`src/pbh_pkg.sv`:
```
// Purpose: Shared constants for the bit-field helper datapath
// Assumes: 32-bit words, bit 0 least significant
// Notes:   Operation codes select the function computed each cycle
package pbh_pkg;
  localparam int unsigned WORD_W     = 32;
  localparam int unsigned IDX_W      = 5;
  localparam int unsigned REG_SEL_W  = 6;
  localparam int unsigned MF_W       = 4;
  localparam logic [31:0] RESULT_RST = 32'h0000_0000;
  localparam logic [4:0]  INDEX_RST  = 5'h00;
  localparam logic [4:0]  MSB_INDEX  = 5'h1f;
  localparam logic [4:0]  LSB_INDEX  = 5'h00;
  // Data-class registers occupy the low codes of the register select space
  localparam logic [5:0]  DATA_REG_FIRST = 6'h00;
  localparam logic [5:0]  DATA_REG_LAST  = 6'h07;

  typedef enum logic [3:0] {
    PBH_OP_NONE,
    PBH_OP_EXTRACT,
    PBH_OP_REPLICATE,
    PBH_OP_MASK,
    PBH_OP_LMO,
    PBH_OP_LMBC,
    PBH_OP_EXPAND
  } pbh_op_type;

  typedef enum logic [1:0] {
    PBH_SIZE_BYTE,
    PBH_SIZE_HALF
  } pbh_size_type;

  typedef enum logic [1:0] {
    PBH_EXP_1BIT,
    PBH_EXP_2BIT,
    PBH_EXP_4BIT
  } pbh_exp_type;
endpackage : pbh_pkg

```
`src/pbh_bitfield_unit.sv`:
```
// Purpose: Bit-field helper datapath of a parallel DSP core
// Assumes: Operands arrive from decode and register file in one cycle
// Notes:   One registered result per operation that writes, latency one clock
//
// Summary of operation
// - Extract moves a chosen byte or halfword down, zero or sign filling above.
// - Replicate repeats the lowest byte or halfword across all 32 result bits.
// - Extract and replicate take only a data-class source; any destination.
// - Mask generator makes n low ones from a 5-bit unsigned count.
// - Leftmost-bit-change gives the highest index differing from the sign bit.
// - Leftmost-one gives the highest index holding a one.
// - Bit indices run 0 at the least significant end to 31 at the top.
// - Expander widens 1, 2 or 4 flag bits by repeating 32, 16 or 8 times.
`timescale 1ns/100ps
module pbh_bitfield_unit
  import pbh_pkg::*;
#(
  parameter int unsigned WIDTH = 32
) (
  input  wire logic                         i_ref_clk,
  input  wire logic                         i_rst,
  input  wire logic                         i_valid,
  input  wire pbh_pkg::pbh_op_type          i_op,
  input  wire pbh_pkg::pbh_size_type        i_size,
  input  wire logic [1:0]                   i_field_sel,
  input  wire logic                         i_sign_ext,
  input  wire logic [pbh_pkg::REG_SEL_W-1:0] i_src_sel,
  input  wire logic [pbh_pkg::REG_SEL_W-1:0] i_dst_sel,
  input  wire logic [31:0]                  i_src_data,
  input  wire logic [4:0]                   i_mask_count,
  input  wire pbh_pkg::pbh_exp_type         i_exp_width,
  input  wire logic [pbh_pkg::MF_W-1:0]     i_multiple_flags_reg,
  output logic                              o_wr_en,
  output logic [pbh_pkg::REG_SEL_W-1:0]     o_wr_dst,
  output logic [31:0]                       o_result,
  output logic                              o_overflow,
  output logic                              o_illegal_src
);
  import pbh_pkg::*;

  if (WIDTH != WORD_W) begin : g_width_check
    $error("pbh_bitfield_unit: only 32-bit words are served");
  end

  // Source class check
  wire logic src_is_data = (i_src_sel >= DATA_REG_FIRST) && (i_src_sel <= DATA_REG_LAST);
  wire logic is_move     = (i_op == PBH_OP_EXTRACT) || (i_op == PBH_OP_REPLICATE);
  wire logic bad_src     = i_valid && is_move && !src_is_data;
  wire logic do_write    = i_valid && (i_op != PBH_OP_NONE) && !bad_src;

  // Field extract
  wire logic [7:0]  ext_byte = i_src_data[{i_field_sel, 3'h0} +: 8];
  wire logic [15:0] ext_half = i_src_data[{i_field_sel[0], 4'h0} +: 16];
  wire logic [31:0] ext_b32  = {{24{i_sign_ext & ext_byte[7]}}, ext_byte};
  wire logic [31:0] ext_h32  = {{16{i_sign_ext & ext_half[15]}}, ext_half};
  wire logic [31:0] ext_res  = (i_size == PBH_SIZE_HALF) ? ext_h32 : ext_b32;

  // Field replicate
  wire logic [31:0] rep_res  = (i_size == PBH_SIZE_HALF) ?
                               {2{i_src_data[15:0]}} : {4{i_src_data[7:0]}};

  // Right-justified mask; count 0 gives all zeros
  wire logic [31:0] mask_res = ~(32'hffff_ffff << i_mask_count);

  // Bit detection
  wire logic [31:0] chg_word = i_src_data ^ {32{i_src_data[31]}};
  logic [4:0] lmo_idx;
  logic       lmo_none;
  logic [4:0] lmbc_idx;
  logic       lmbc_none;

  pbh_lead_one #(.WIDTH(WORD_W)) u_lmo (
    .i_word  (i_src_data),
    .o_index (lmo_idx),
    .o_none  (lmo_none)
  );

  pbh_lead_one #(.WIDTH(WORD_W)) u_lmbc (
    .i_word  ({1'b0, chg_word[30:0]}),
    .o_index (lmbc_idx),
    .o_none  (lmbc_none)
  );

  // Expander from the multiple flags register
  wire logic [31:0] exp_1 = {32{i_multiple_flags_reg[0]}};
  wire logic [31:0] exp_2 = {{16{i_multiple_flags_reg[1]}}, {16{i_multiple_flags_reg[0]}}};
  wire logic [31:0] exp_4 = {{8{i_multiple_flags_reg[3]}}, {8{i_multiple_flags_reg[2]}},
                             {8{i_multiple_flags_reg[1]}}, {8{i_multiple_flags_reg[0]}}};
  wire logic [31:0] exp_res = (i_exp_width == PBH_EXP_4BIT) ? exp_4 :
                              (i_exp_width == PBH_EXP_2BIT) ? exp_2 : exp_1;

  // Result selection; failed detection returns index zero
  wire logic ovf_next = (i_op == PBH_OP_LMO)  ? lmo_none :
                        (i_op == PBH_OP_LMBC) ? lmbc_none : 1'b0;
  logic [31:0] result_next;
  always_comb begin
    case (i_op)
      PBH_OP_EXTRACT:   result_next = ext_res;
      PBH_OP_REPLICATE: result_next = rep_res;
      PBH_OP_MASK:      result_next = mask_res;
      PBH_OP_LMO:       result_next = {27'h0, lmo_none ? LSB_INDEX : lmo_idx};
      PBH_OP_LMBC:      result_next = {27'h0, lmbc_none ? LSB_INDEX : lmbc_idx};
      PBH_OP_EXPAND:    result_next = exp_res;
      default:          result_next = RESULT_RST;
    endcase
  end

  always_ff @(posedge i_ref_clk or posedge i_rst) begin
    if (i_rst) begin
      o_wr_en       <= 1'b0;
      o_wr_dst      <= '0;
      o_result      <= RESULT_RST;
      o_overflow    <= 1'b0;
      o_illegal_src <= 1'b0;
    end else begin
      o_wr_en       <= do_write;
      o_wr_dst      <= i_dst_sel;
      o_result      <= do_write ? result_next : o_result;
      o_overflow    <= do_write & ovf_next;
      o_illegal_src <= bad_src;
    end
  end
endmodule : pbh_bitfield_unit

```
`src/pbh_lead_one.sv`:
```
// Purpose: Leftmost-one finder over a word
// Assumes: Purely combinational, used by the helper datapath
// Notes:   o_none is high when no bit is set
`timescale 1ns/100ps
module pbh_lead_one #(
  parameter int unsigned WIDTH = 32
) (
  input  wire logic [WIDTH-1:0]         i_word,
  output logic      [$clog2(WIDTH)-1:0] o_index,
  output logic                          o_none
);
  // Elaboration guard: a one-bit word leaves no index field
  if (WIDTH < 2) begin : g_width_check
    $error("pbh_lead_one: WIDTH must be at least 2");
  end

  // Lowest-first scan so the highest set bit wins
  always_comb begin
    o_index = '0;
    o_none  = 1'b1;
    for (int unsigned k = 0; k < WIDTH; k++) begin
      if (i_word[k]) begin
        o_index = k[$clog2(WIDTH)-1:0];
        o_none  = 1'b0;
      end
    end
  end
endmodule : pbh_lead_one

```
`config.mk`:
```
export PLATFORM = sky130hd
export DESIGN_NAME = pbh_bitfield_unit
export DESIGN_NICKNAME = d
export VERILOG_FILES = /design/src/pbh_pkg.sv /design/src/pbh_bitfield_unit.sv /design/src/pbh_lead_one.sv
export SDC_FILE = /design/constraint.sdc
export NUM_CORES = 1
export LEC_CHECK = 0
export ABC_AREA = 1
export CAP_MARGIN = 20
export CORE_MARGIN = 8
export CORE_UTILIZATION = 47
export CTS_CLUSTER_SIZE = 30
export DETAILED_ROUTE_END_ITERATION = 7
export DONT_BUFFER_PORTS = 1
export PLACE_DENSITY = 0.67
export SLEW_MARGIN = 25
export SYNTH_ARGS = -nofsm -noshare
export SYNTH_HDL_FRONTEND = slang
export SYNTH_SLANG_ARGS = --single-unit
```
`constraint.sdc`:
```
create_clock -name i_ref_clk -period 1.52 [get_ports i_ref_clk]
set_clock_uncertainty 0.1 [all_clocks]
set_input_delay 0.228 -clock i_ref_clk [delete_from_list [all_inputs] [get_ports i_ref_clk]]
set_output_delay 0.228 -clock i_ref_clk [all_outputs]
set_load 0.1 [all_outputs]
```
Yosys cells after proc, flatten, opt, wreduce, memory -nomap -nowiden
Cells that the tools add are included.
{ "totals": {"regBits": 41, "elab_cells": 166, "input_bits": 67, "out_inout_bits": 41} }
{ "op_classes": {"eq_ne": 9, "n_shift": 3, "order_cmp": 2, "bitwise": 5, "reduce_logical": 9, "muxes": 133} }
{ "op_table": {"columns": ["op", "n"], "rows": [
  ["$pmux 32 s6", 1],
  ["$mux 5", 33],
  ["$mux 32", 4],
  ["$mux 1", 67],
  ["$mux 4", 16],
  ["$not 32->32", 1],
  ["$shiftx 32x6->16", 1],
  ["$shiftx 32x6->8", 1],
  ["$shl 32x5->32 const A", 1],
  ["$xor 31x31->31", 1],
  ["$mux 3", 8],
  ["$eq 4x3->1 const B", 3],
  ["$eq 4x2->1 const B", 2],
  ["$mux 2", 4],
  ["$ge 6x1->1 const B", 1],
  ["$le 6x3->1 const B", 1],
  ["$logic_and 1x1->1", 5],
  ["$eq 2x1->1 const B", 2],
  ["$eq 4x1->1 const B", 1],
  ["$reduce_bool 4->1", 1],
  ["$and 1x1->1", 3],
  ["$eq 2x2->1 const B", 1],
  ["$logic_not 1->1", 2],
  ["$logic_or 1x1->1", 1]
]} }

Depth between registers and ports, before layout
Gate-level depths: netlist of run 1.
{ "depth": {"ltp_word": 35, "depth_mapped": 34, "ltp_nobuf": 33} }

Modules after synthesis
From an unflattened synthesis of run 1, not the netlist that was laid out.
{ "unflattened": {"hier_cells": 806, "hier_area_um2": 4431.8} }
{ "by_module_without_submodules": {"columns": ["mod", "seq_area_each_um2", "n_inst", "cells_per_inst", "area_per_inst_um2"], "rows": [
  ["pbh_bitfield_unit", 1026.0, 1, 590, 3568.4],
  ["pbh_lead_one", 0.0, 2, 108, 431.7]
]} }

Worst setup path after synthesis of run 1
No wires, ideal clock.
{ "synth_timing": {"path_kind": "in2reg", "start": "in i_src_data[31]", "end": "reg o_result[3]", "required_ns": 1.288, "stages": 12, "t_arrival_ns": 1.826, "setup_ns": 0.132, "path_buffers": 4, "setup_slack_ns": -0.538, "cell_sequence": "buf_6 -> buf_12 -> buf_6 -> buf_6 -> nor2_2 -> inv_2 -> nand2_1 -> nand3_1 -> nor3_1 -> o21ai_1 -> a2111oi_0 -> o21ai_1"} }
{ "synth_between": {"elab_chain_len": 34, "word_cells_on_any_way": 60, "classes_between": "mux: 59; bitwise: 1"} }
{ "synth_lines": {"columns": ["item", "line", "text"], "rows": [
  ["from (decl)", "pbh_bitfield_unit.sv:29", "input wire logic [31:0] i_src_data,"],
  ["$xor 31x31->31", "pbh_bitfield_unit.sv:66", "wire logic [31:0] chg_word = i_src_data ^ {32{i_src_data[31]}};"],
  ["$mux 1 (31 in series)", "pbh_lead_one.sv:22", "if (i_word[k]) begin"],
  ["$mux 5", "pbh_bitfield_unit.sv:102", "PBH_OP_LMBC: result_next = {27'h0, lmbc_none ? LSB_INDEX : lmbc_idx};"],
  ["$pmux 32 s6 (*)", "pbh_bitfield_unit.sv:97", "case (i_op)"],
  ["to (signal assigned)", "pbh_bitfield_unit.sv:118", "o_result <= do_write ? result_next : o_result;"],
  ["to (decl)", "pbh_bitfield_unit.sv:35", "output logic [31:0] o_result,"]
]} }
Every way passes the cells marked *; elsewhere a longest branch is shown, timed or not.
A chain may end at the register's enable or synchronous reset.

Final worst setup path of run 1
{ "layout_timing": {"start": "in i_src_data[31]", "end": "reg o_result[0]"} }
The elaborated chain is that of the path after synthesis.

==> results.md, run 1 <==
* Post-DRT Antenna Nets at 0
* Synth warn at 0
* Mapped Cells at 613
* CTS H-tree lvls at 2
* Mean Syn Cell Area at between 6 and 7 sq um
* Final period utilization at 126%
* Via density at between 5 and 6
* First-pass GRT wire length at around 25000 um
* Slew @ Worst Pin at slightly above 500 ps
* Cell family with most CP delay: simple AND/OR/NAND/NOR gates
* GRT Total Usage at a little over a quarter
* Post-synth EDFFs at 0
* Register Area at about 1000 sq um
* Vias in the first global route at 4877
* CTS tree: done
* Top cells by area, synth: dfrtp_1 (27%), nand2_1 (18%), o21ai_0 (6.8%)
* Layout net count at between 800 and 900
* Status: finished, violations left
* Critical path class: in -> reg
* Max_slew headroom at between 60% and 70%
* CP required at roughly 1600 ps
* Most common cell after layout, fill and taps aside: nand2_1
* Die height at roughly 110 um
* R2R cell count at 2
* Clk_lat worst skew at 300 ps
* # rows at 33
* Sinks on Clock Net at between 40 and 50
* Overall power at between 4 and 5 mW
* DRC viols at 0
* IO Pins at ~110
* Placer congestion estimate at approximately 0.96
* Slew Limit Fails at 0
* Area share of the largest cell type after synthesis at 26.8%
* Failing checks: negative setup slack
* Critical path launch point type: primary input
* RSZ-0062 raised after global routing: yes
* Crit path buf inv count at 1
* # fillers at 664
* Critical Path Fanout Max at 34
* Crit path arrival time at just over 2000 ps
* Largest buffer count on any clock path at 2
* Cell depth of the worst setup path at 33
* Min-delay src: i_src_data[2]
* Max IR drop VDD at 0.443 mV
* Syn Nets at 680
* Share of layout cells above drive strength 1 at between 30% and 40%
* Min Hold Slack at slightly below 30 ps
* Final HPWL DP at about 13000 um
* Final Hold Viols at 0
* Seq cells post-synth at around 40
* Total Wirelength at about 16000 um
* Maxcap violations at 0
* Detailed-route via count at 4944
* Final min period at slightly below 2000 ps
* Multi-input logic area at between 2000 and 3000 sq um
* Full die area at approximately 11000 sq um
* Num CTS Buffers at 5
* Hold path depth at 2
* Share of the yosys chip area belonging to registers at between 20% and 30%
* Setup-failing EPs final at 5
* Most frequent cells in the layout: nand2_1 (172), buf_4 (161), inv_1 (62)
* Post-route setup slack at -403 ps
* Worst r2r src: o_result[27]
* Initial DRT Pass Iterations at 5
* CP max-delay cell: nand2_1
* CP most frequent cell: nand2_1
* Cell variety after synth at 44
* Initial Utilization at a little under half
* Largest net degree at the start of global routing at 42
* Hold Path Class: in -> reg
* Leakage at approximately 3.0 nW
* Crit path launch: i_src_data[31]
* PD cells at roughly 730 nW/um^2
* Input/output buffers at 0
* Synth async-reset ratio at 100%
* Max Freq at between 500 and 600 MHz
* Initial antenna violation count at 0
* Routed WL per cell at between 15 and 20 um
* CP max stage delay at approximately 80 ps
* First DRT Iteration DRCs at 287
* Die X at around 110 um
* Root buffer cell: clkbuf_8
* Critical Path End Type: flip-flop
* Antenna diodes at 0
* CORE AREA at 8050 sq um
* Grt ovf at 0
* Synth Flop Type: dfrtp_1
* Reg clk slew, reported paths at ~80 ps
* Synthesis-to-layout area growth at 51.2%
* Largest area contributor in the netlist: dfrtp_1
* Mapped Area at approximately 3800 sq um
[logic make-up after synthesis]
kind of cell / count (synthesis) / share of synthesized area [%]
and+or+nand+nor: 288 / 30.8
AOI/OAI and AO/OA: 157 / 24.1
buffers and inverters: 101 / 11.2
DFF: 41 / 26.8
xor gates and xnor gates: 26 / 7.12
[power by group]
part | internal, mW | switching [mW] | total, mW
clock | 0.661 | 0.395 | 1.06
combinational | 0.653 | 1.29 | 1.94
sequential | 1.18 | 0.0807 | 1.26
total | 2.49 | 1.76 | 4.26
[path summary, 6_finish.rpt]
kind	endpoint	slack (ps)
min in group asynchronous	o_result[21]	420
worst min register to register	o_result[26]	370
worst min-delay path	o_result[18]	30
worst max register to register	o_result[27]	470
worst max-delay path	o_result[0]	-400
max in group asynchronous	o_result[19]	530
[flip-flops by register name, indices dropped and copies added, names as in the netlist]
register	flops
o_illegal_src	1
o_result	32
o_overflow	1
o_wr_en	1
o_wr_dst	6
[synthesized netlist by cell type (all sizes together) (2+ instances only)]
cell type,n
nand2,188
a31oi,7
nand4,7
a2111oi,2
a211oi,5
nor3,10
a21oi,34
clkbuf,8
xnor2,14
o21ai,73
o211ai,18
nand3,18
clkinv,3
nor2,56
dfrtp,41
a21o,5
buf,10
inv,80
o2111ai,4
xor2,12
nor4,7
[stage by stage]
stage	instance area, sq um	instances	utilization [%]	setup slack (ps)	TNS [ps]
6_report	5790	884	71.9	-403	-551
5_1_grt	5790	884	71.9	-765	-2050
4_1_cts	5550	878	68.9	-218	-320
3_5_place_dp	5130	856	63.7	-573	-8630
3_3_place_gp	5130	856	63.7	-550	-6970
2_1_floorplan	3960	613	-	-502	-9290
[metal layers]
| metal | share of wire (%) | wire [um] | global-route usage [%] | up-vias |
|---|---|---|---|---|
| li1 | - | - | - | 2357 |
| met1 | 38 | 6010 | 30.7 | 2304 |
| met5 | 0 | 0 | 0 | - |
| met4 | 5.8 | 933 | 16.8 | 0 |
| met2 | 49 | 7920 | 47.3 | 220 |
| met3 | 7.2 | 1160 | 5.02 | 63 |
[final cells by class]
cell class                      instances  area share (%)
Tap cell                              105            2.27
Clock buffer                            5            1.19
Inverter                               83            5.72
Timing Repair Buffer                  176            23.8
Sequential cell                        41            17.8
Multi-Input combinational cell        471            48.1
Clock inverter                          3            1.19
[repair_timing]
item / 4_1_cts / 5_1_grt
endpoints found under the hold margin: 48 / 0
setup endpoints to repair: 6 / 33
pin swaps: 16 / 10
buffers inserted: 6 / 6
resized for setup: 33 / 51
hold buffers: 8 / 0
No activity file was read; power rests on OpenSTA's default activity.
==> run 2, diff against run 1 <==
--- a/config.mk
+++ b/config.mk
@@ -17,3 +17,4 @@
 export SYNTH_ARGS = -nofsm -noshare
 export SYNTH_HDL_FRONTEND = slang
 export SYNTH_SLANG_ARGS = --single-unit
+export TNS_END_PERCENT = 100
==> constraint.sdc (replaced) <==
create_clock -name i_ref_clk -period 1.52 [get_ports i_ref_clk]
set_clock_uncertainty 0.1 [all_clocks]
set_input_delay 0.304 -clock i_ref_clk [delete_from_list [all_inputs] [get_ports i_ref_clk]]
set_output_delay 0.304 -clock i_ref_clk [all_outputs]
set_load 0.1 [all_outputs]
==> run 2 against run 1 <==
The run still ends with negative setup slack left. Highest routed layer unchanged. Sequential power down 3%. Die area unchanged. Register-to-register slack better by 60 ps. Utilization up 4.7 points. Sequential share of layout area down 1.1 points. Via count up 3.7%.
==> results.md, run 2 (same netlist as run 1, synthesis figures left out) <==
* CP max stage delay at 90 ps (about the same)
* Reg clk slew, reported paths at 90 ps (about the same)
* Slew Limit Fails at 0 (unchanged)
* Min Hold Slack at 102 ps (+72.5 ps)
* Leakage at 3.17 nW (+6.1%)
* Post-route setup slack at -513 ps (-111 ps)
* Met1 global-route usage at 30.5% (-0.24 points)
* Post-DRT Antenna Nets at 0 (unchanged)
* Met3 GRT Util at 4.54% (-0.48 points)
* Critical path class: in -> reg
* Vias in the first global route at 4745 (-2.7%)
* Failing checks: negative setup slack
* Critical path launch point type: primary input
* Critical Path End Type: flip-flop
* CP max-delay cell: nand2_1
* Final HPWL DP at 12900 um (+0.70%)
* # rows at 33 (unchanged)
* PD cells at 716 nW/um^2 (-2.6%)
* RSZ-0062 raised after global routing: yes
* Input/output buffers at 0 (unchanged)
* CTS H-tree lvls at 2 (unchanged)
* IO Pins at 108 (unchanged)
* M2 GR Usage at 49.7% (+2.4 points)
* Root buffer cell: clkbuf_8
* Crit path arrival time at 2130 ps (+110 ps)
* Grt ovf at 0 (unchanged)
* Initial antenna violation count at 0 (unchanged)
* Layout net count at 862 (+2.0%)
* Via density at 5.69 (+1.7%)
* Placer congestion estimate at 0.973 (+1.3%)
* Max Freq at 492 MHz (-5.4%)
* Full die area at 11300 sq um (unchanged)
* Inst Count DP at 867 (+1.3%)
* Critical Path Fanout Max at 34 (unchanged)
* Initial DRT Pass Iterations at 5 (unchanged)
* Overall power at 4.42 mW (+3.8%)
* Post-route insts no fill at 901 (+1.9%)
* Largest buffer count on any clock path at 2 (unchanged)
* Most flops, register: o_result
* First-pass GRT wire length at 24600 um (about the same)
* Total Wirelength at 17300 um (+8.0%)
* Hold Path Class: in -> reg
* Largest registers: o_result x32, o_wr_dst x6
* Share of layout cells above drive strength 1 at 39.8% (+5.8 points)
* CP required at 1620 ps (about the same)
* Num CTS Buffers at 5 (unchanged)
* CP most frequent cell: nand2_1
* Initial Utilization at 47.6% (unchanged)
* Most common cell after layout, fill and taps aside: buf_4
* Final period utilization at 134% (+7.3 points)
* CORE AREA at 8050 sq um (unchanged)
* Die height at 106 um (unchanged)
* Sinks on Clock Net at 41 (unchanged)
* Final min period at 2030 ps (+111 ps)
* Max reg flops at 32 (unchanged)
* Clk_lat worst skew at 300 ps (about the same)
* Die X at 106 um (unchanged)
* Detailed-route via count at 5125 (+3.7%)
* Maxcap violations at 0 (unchanged)
* Max_slew headroom at 66.1% (+0.13 points)
* Setup-failing EPs final at 31 (+26)
* Final Hold Viols at 0 (unchanged)
* Most used routing layer: met2
* DRC viols at 0 (unchanged)
* Synthesis-to-layout area growth at 61.0%
* GRT Total Usage at 27.2% (-0.21 points)
* Max IR drop VDD at 0.361 mV (-18%)
* Most frequent cells in the layout: buf_4 (172), nand2_1 (156), inv_1 (58)
* CTS tree: done
* Antenna diodes at 0 (unchanged)
* Status: finished, violations left
* First DRT Iteration DRCs at 428 (+49%)
* Slew @ Worst Pin at 508 ps (-1.98 ps)
* # fillers at 607 (-8.6%)
* Largest net degree at the start of global routing at 42 (unchanged)
* Routed WL per cell at 19.2 um (+6.0%)
run 2: worst paths after layout:
path / startpoint / end / slack [ps] / cells past startpoint
worst max-delay path: i_src_data[31] / o_result[0] / -510 / 33
worst min-delay path: i_src_data[2] / o_result[18] / 100 / 2
worst max register to register: o_result[24] / o_result[24] / 530 / 3
worst min register to register: o_result[8] / o_result[8] / 390 / 1
max in group asynchronous: i_rst / o_result[12] / 500 / 3
min in group asynchronous: i_rst / o_result[11] / 460 / 3
run 2: layer usage:
metal / up-vias / share of wire (%)
met5: - / 0
met4: 0 / 4.6
met3: 66 / 8.4
met2: 289 / 51
met1: 2373 / 36
li1: 2397 / -
run 2: timing repair:
action	4_1_cts	5_1_grt
resized for setup	40	98
setup buffers	3	16
hold buffers	7	0
pin swaps	21	41
endpoints found under the hold margin	47	0
gates cloned	0	2
endpoints found under the setup margin	27	34
run 2: where the power goes:
group          internal (mW)  switching (mW)
registers               1.18          0.0462
logic                  0.718            1.40
clock network          0.662           0.416
total                   2.56            1.86
run 2: stage by stage:
step                util [%]  TNS, ps  worst slack, ps  area [sq um]
CTS                     70.1     -640             -308          5640
finish                  76.6    -2840             -513          6170
floorplan                  -   -11780             -578          3960
detailed placement      64.8   -11820             -669          5220
global placement        64.8   -10550             -625          5220
global route            76.6    -4710             -693          6170
run 2: worst max-delay path: cells and delay by family:
kind,cells,cell delay (ps)
buffers and inverters,1,20
and+or+nand+nor,32,1790
run 2: final cells by class:
cell class	instances	area [sq um]	area share, %
Tap cell	105	131	2.13
Sequential cell	41	1030	16.6
Clock buffer	5	68.8	1.12
Multi-Input combinational cell	471	2970	48.1
Clock inverter	3	68.8	1.12
Timing Repair Buffer	193	1570	25.4
Inverter	83	340	5.52
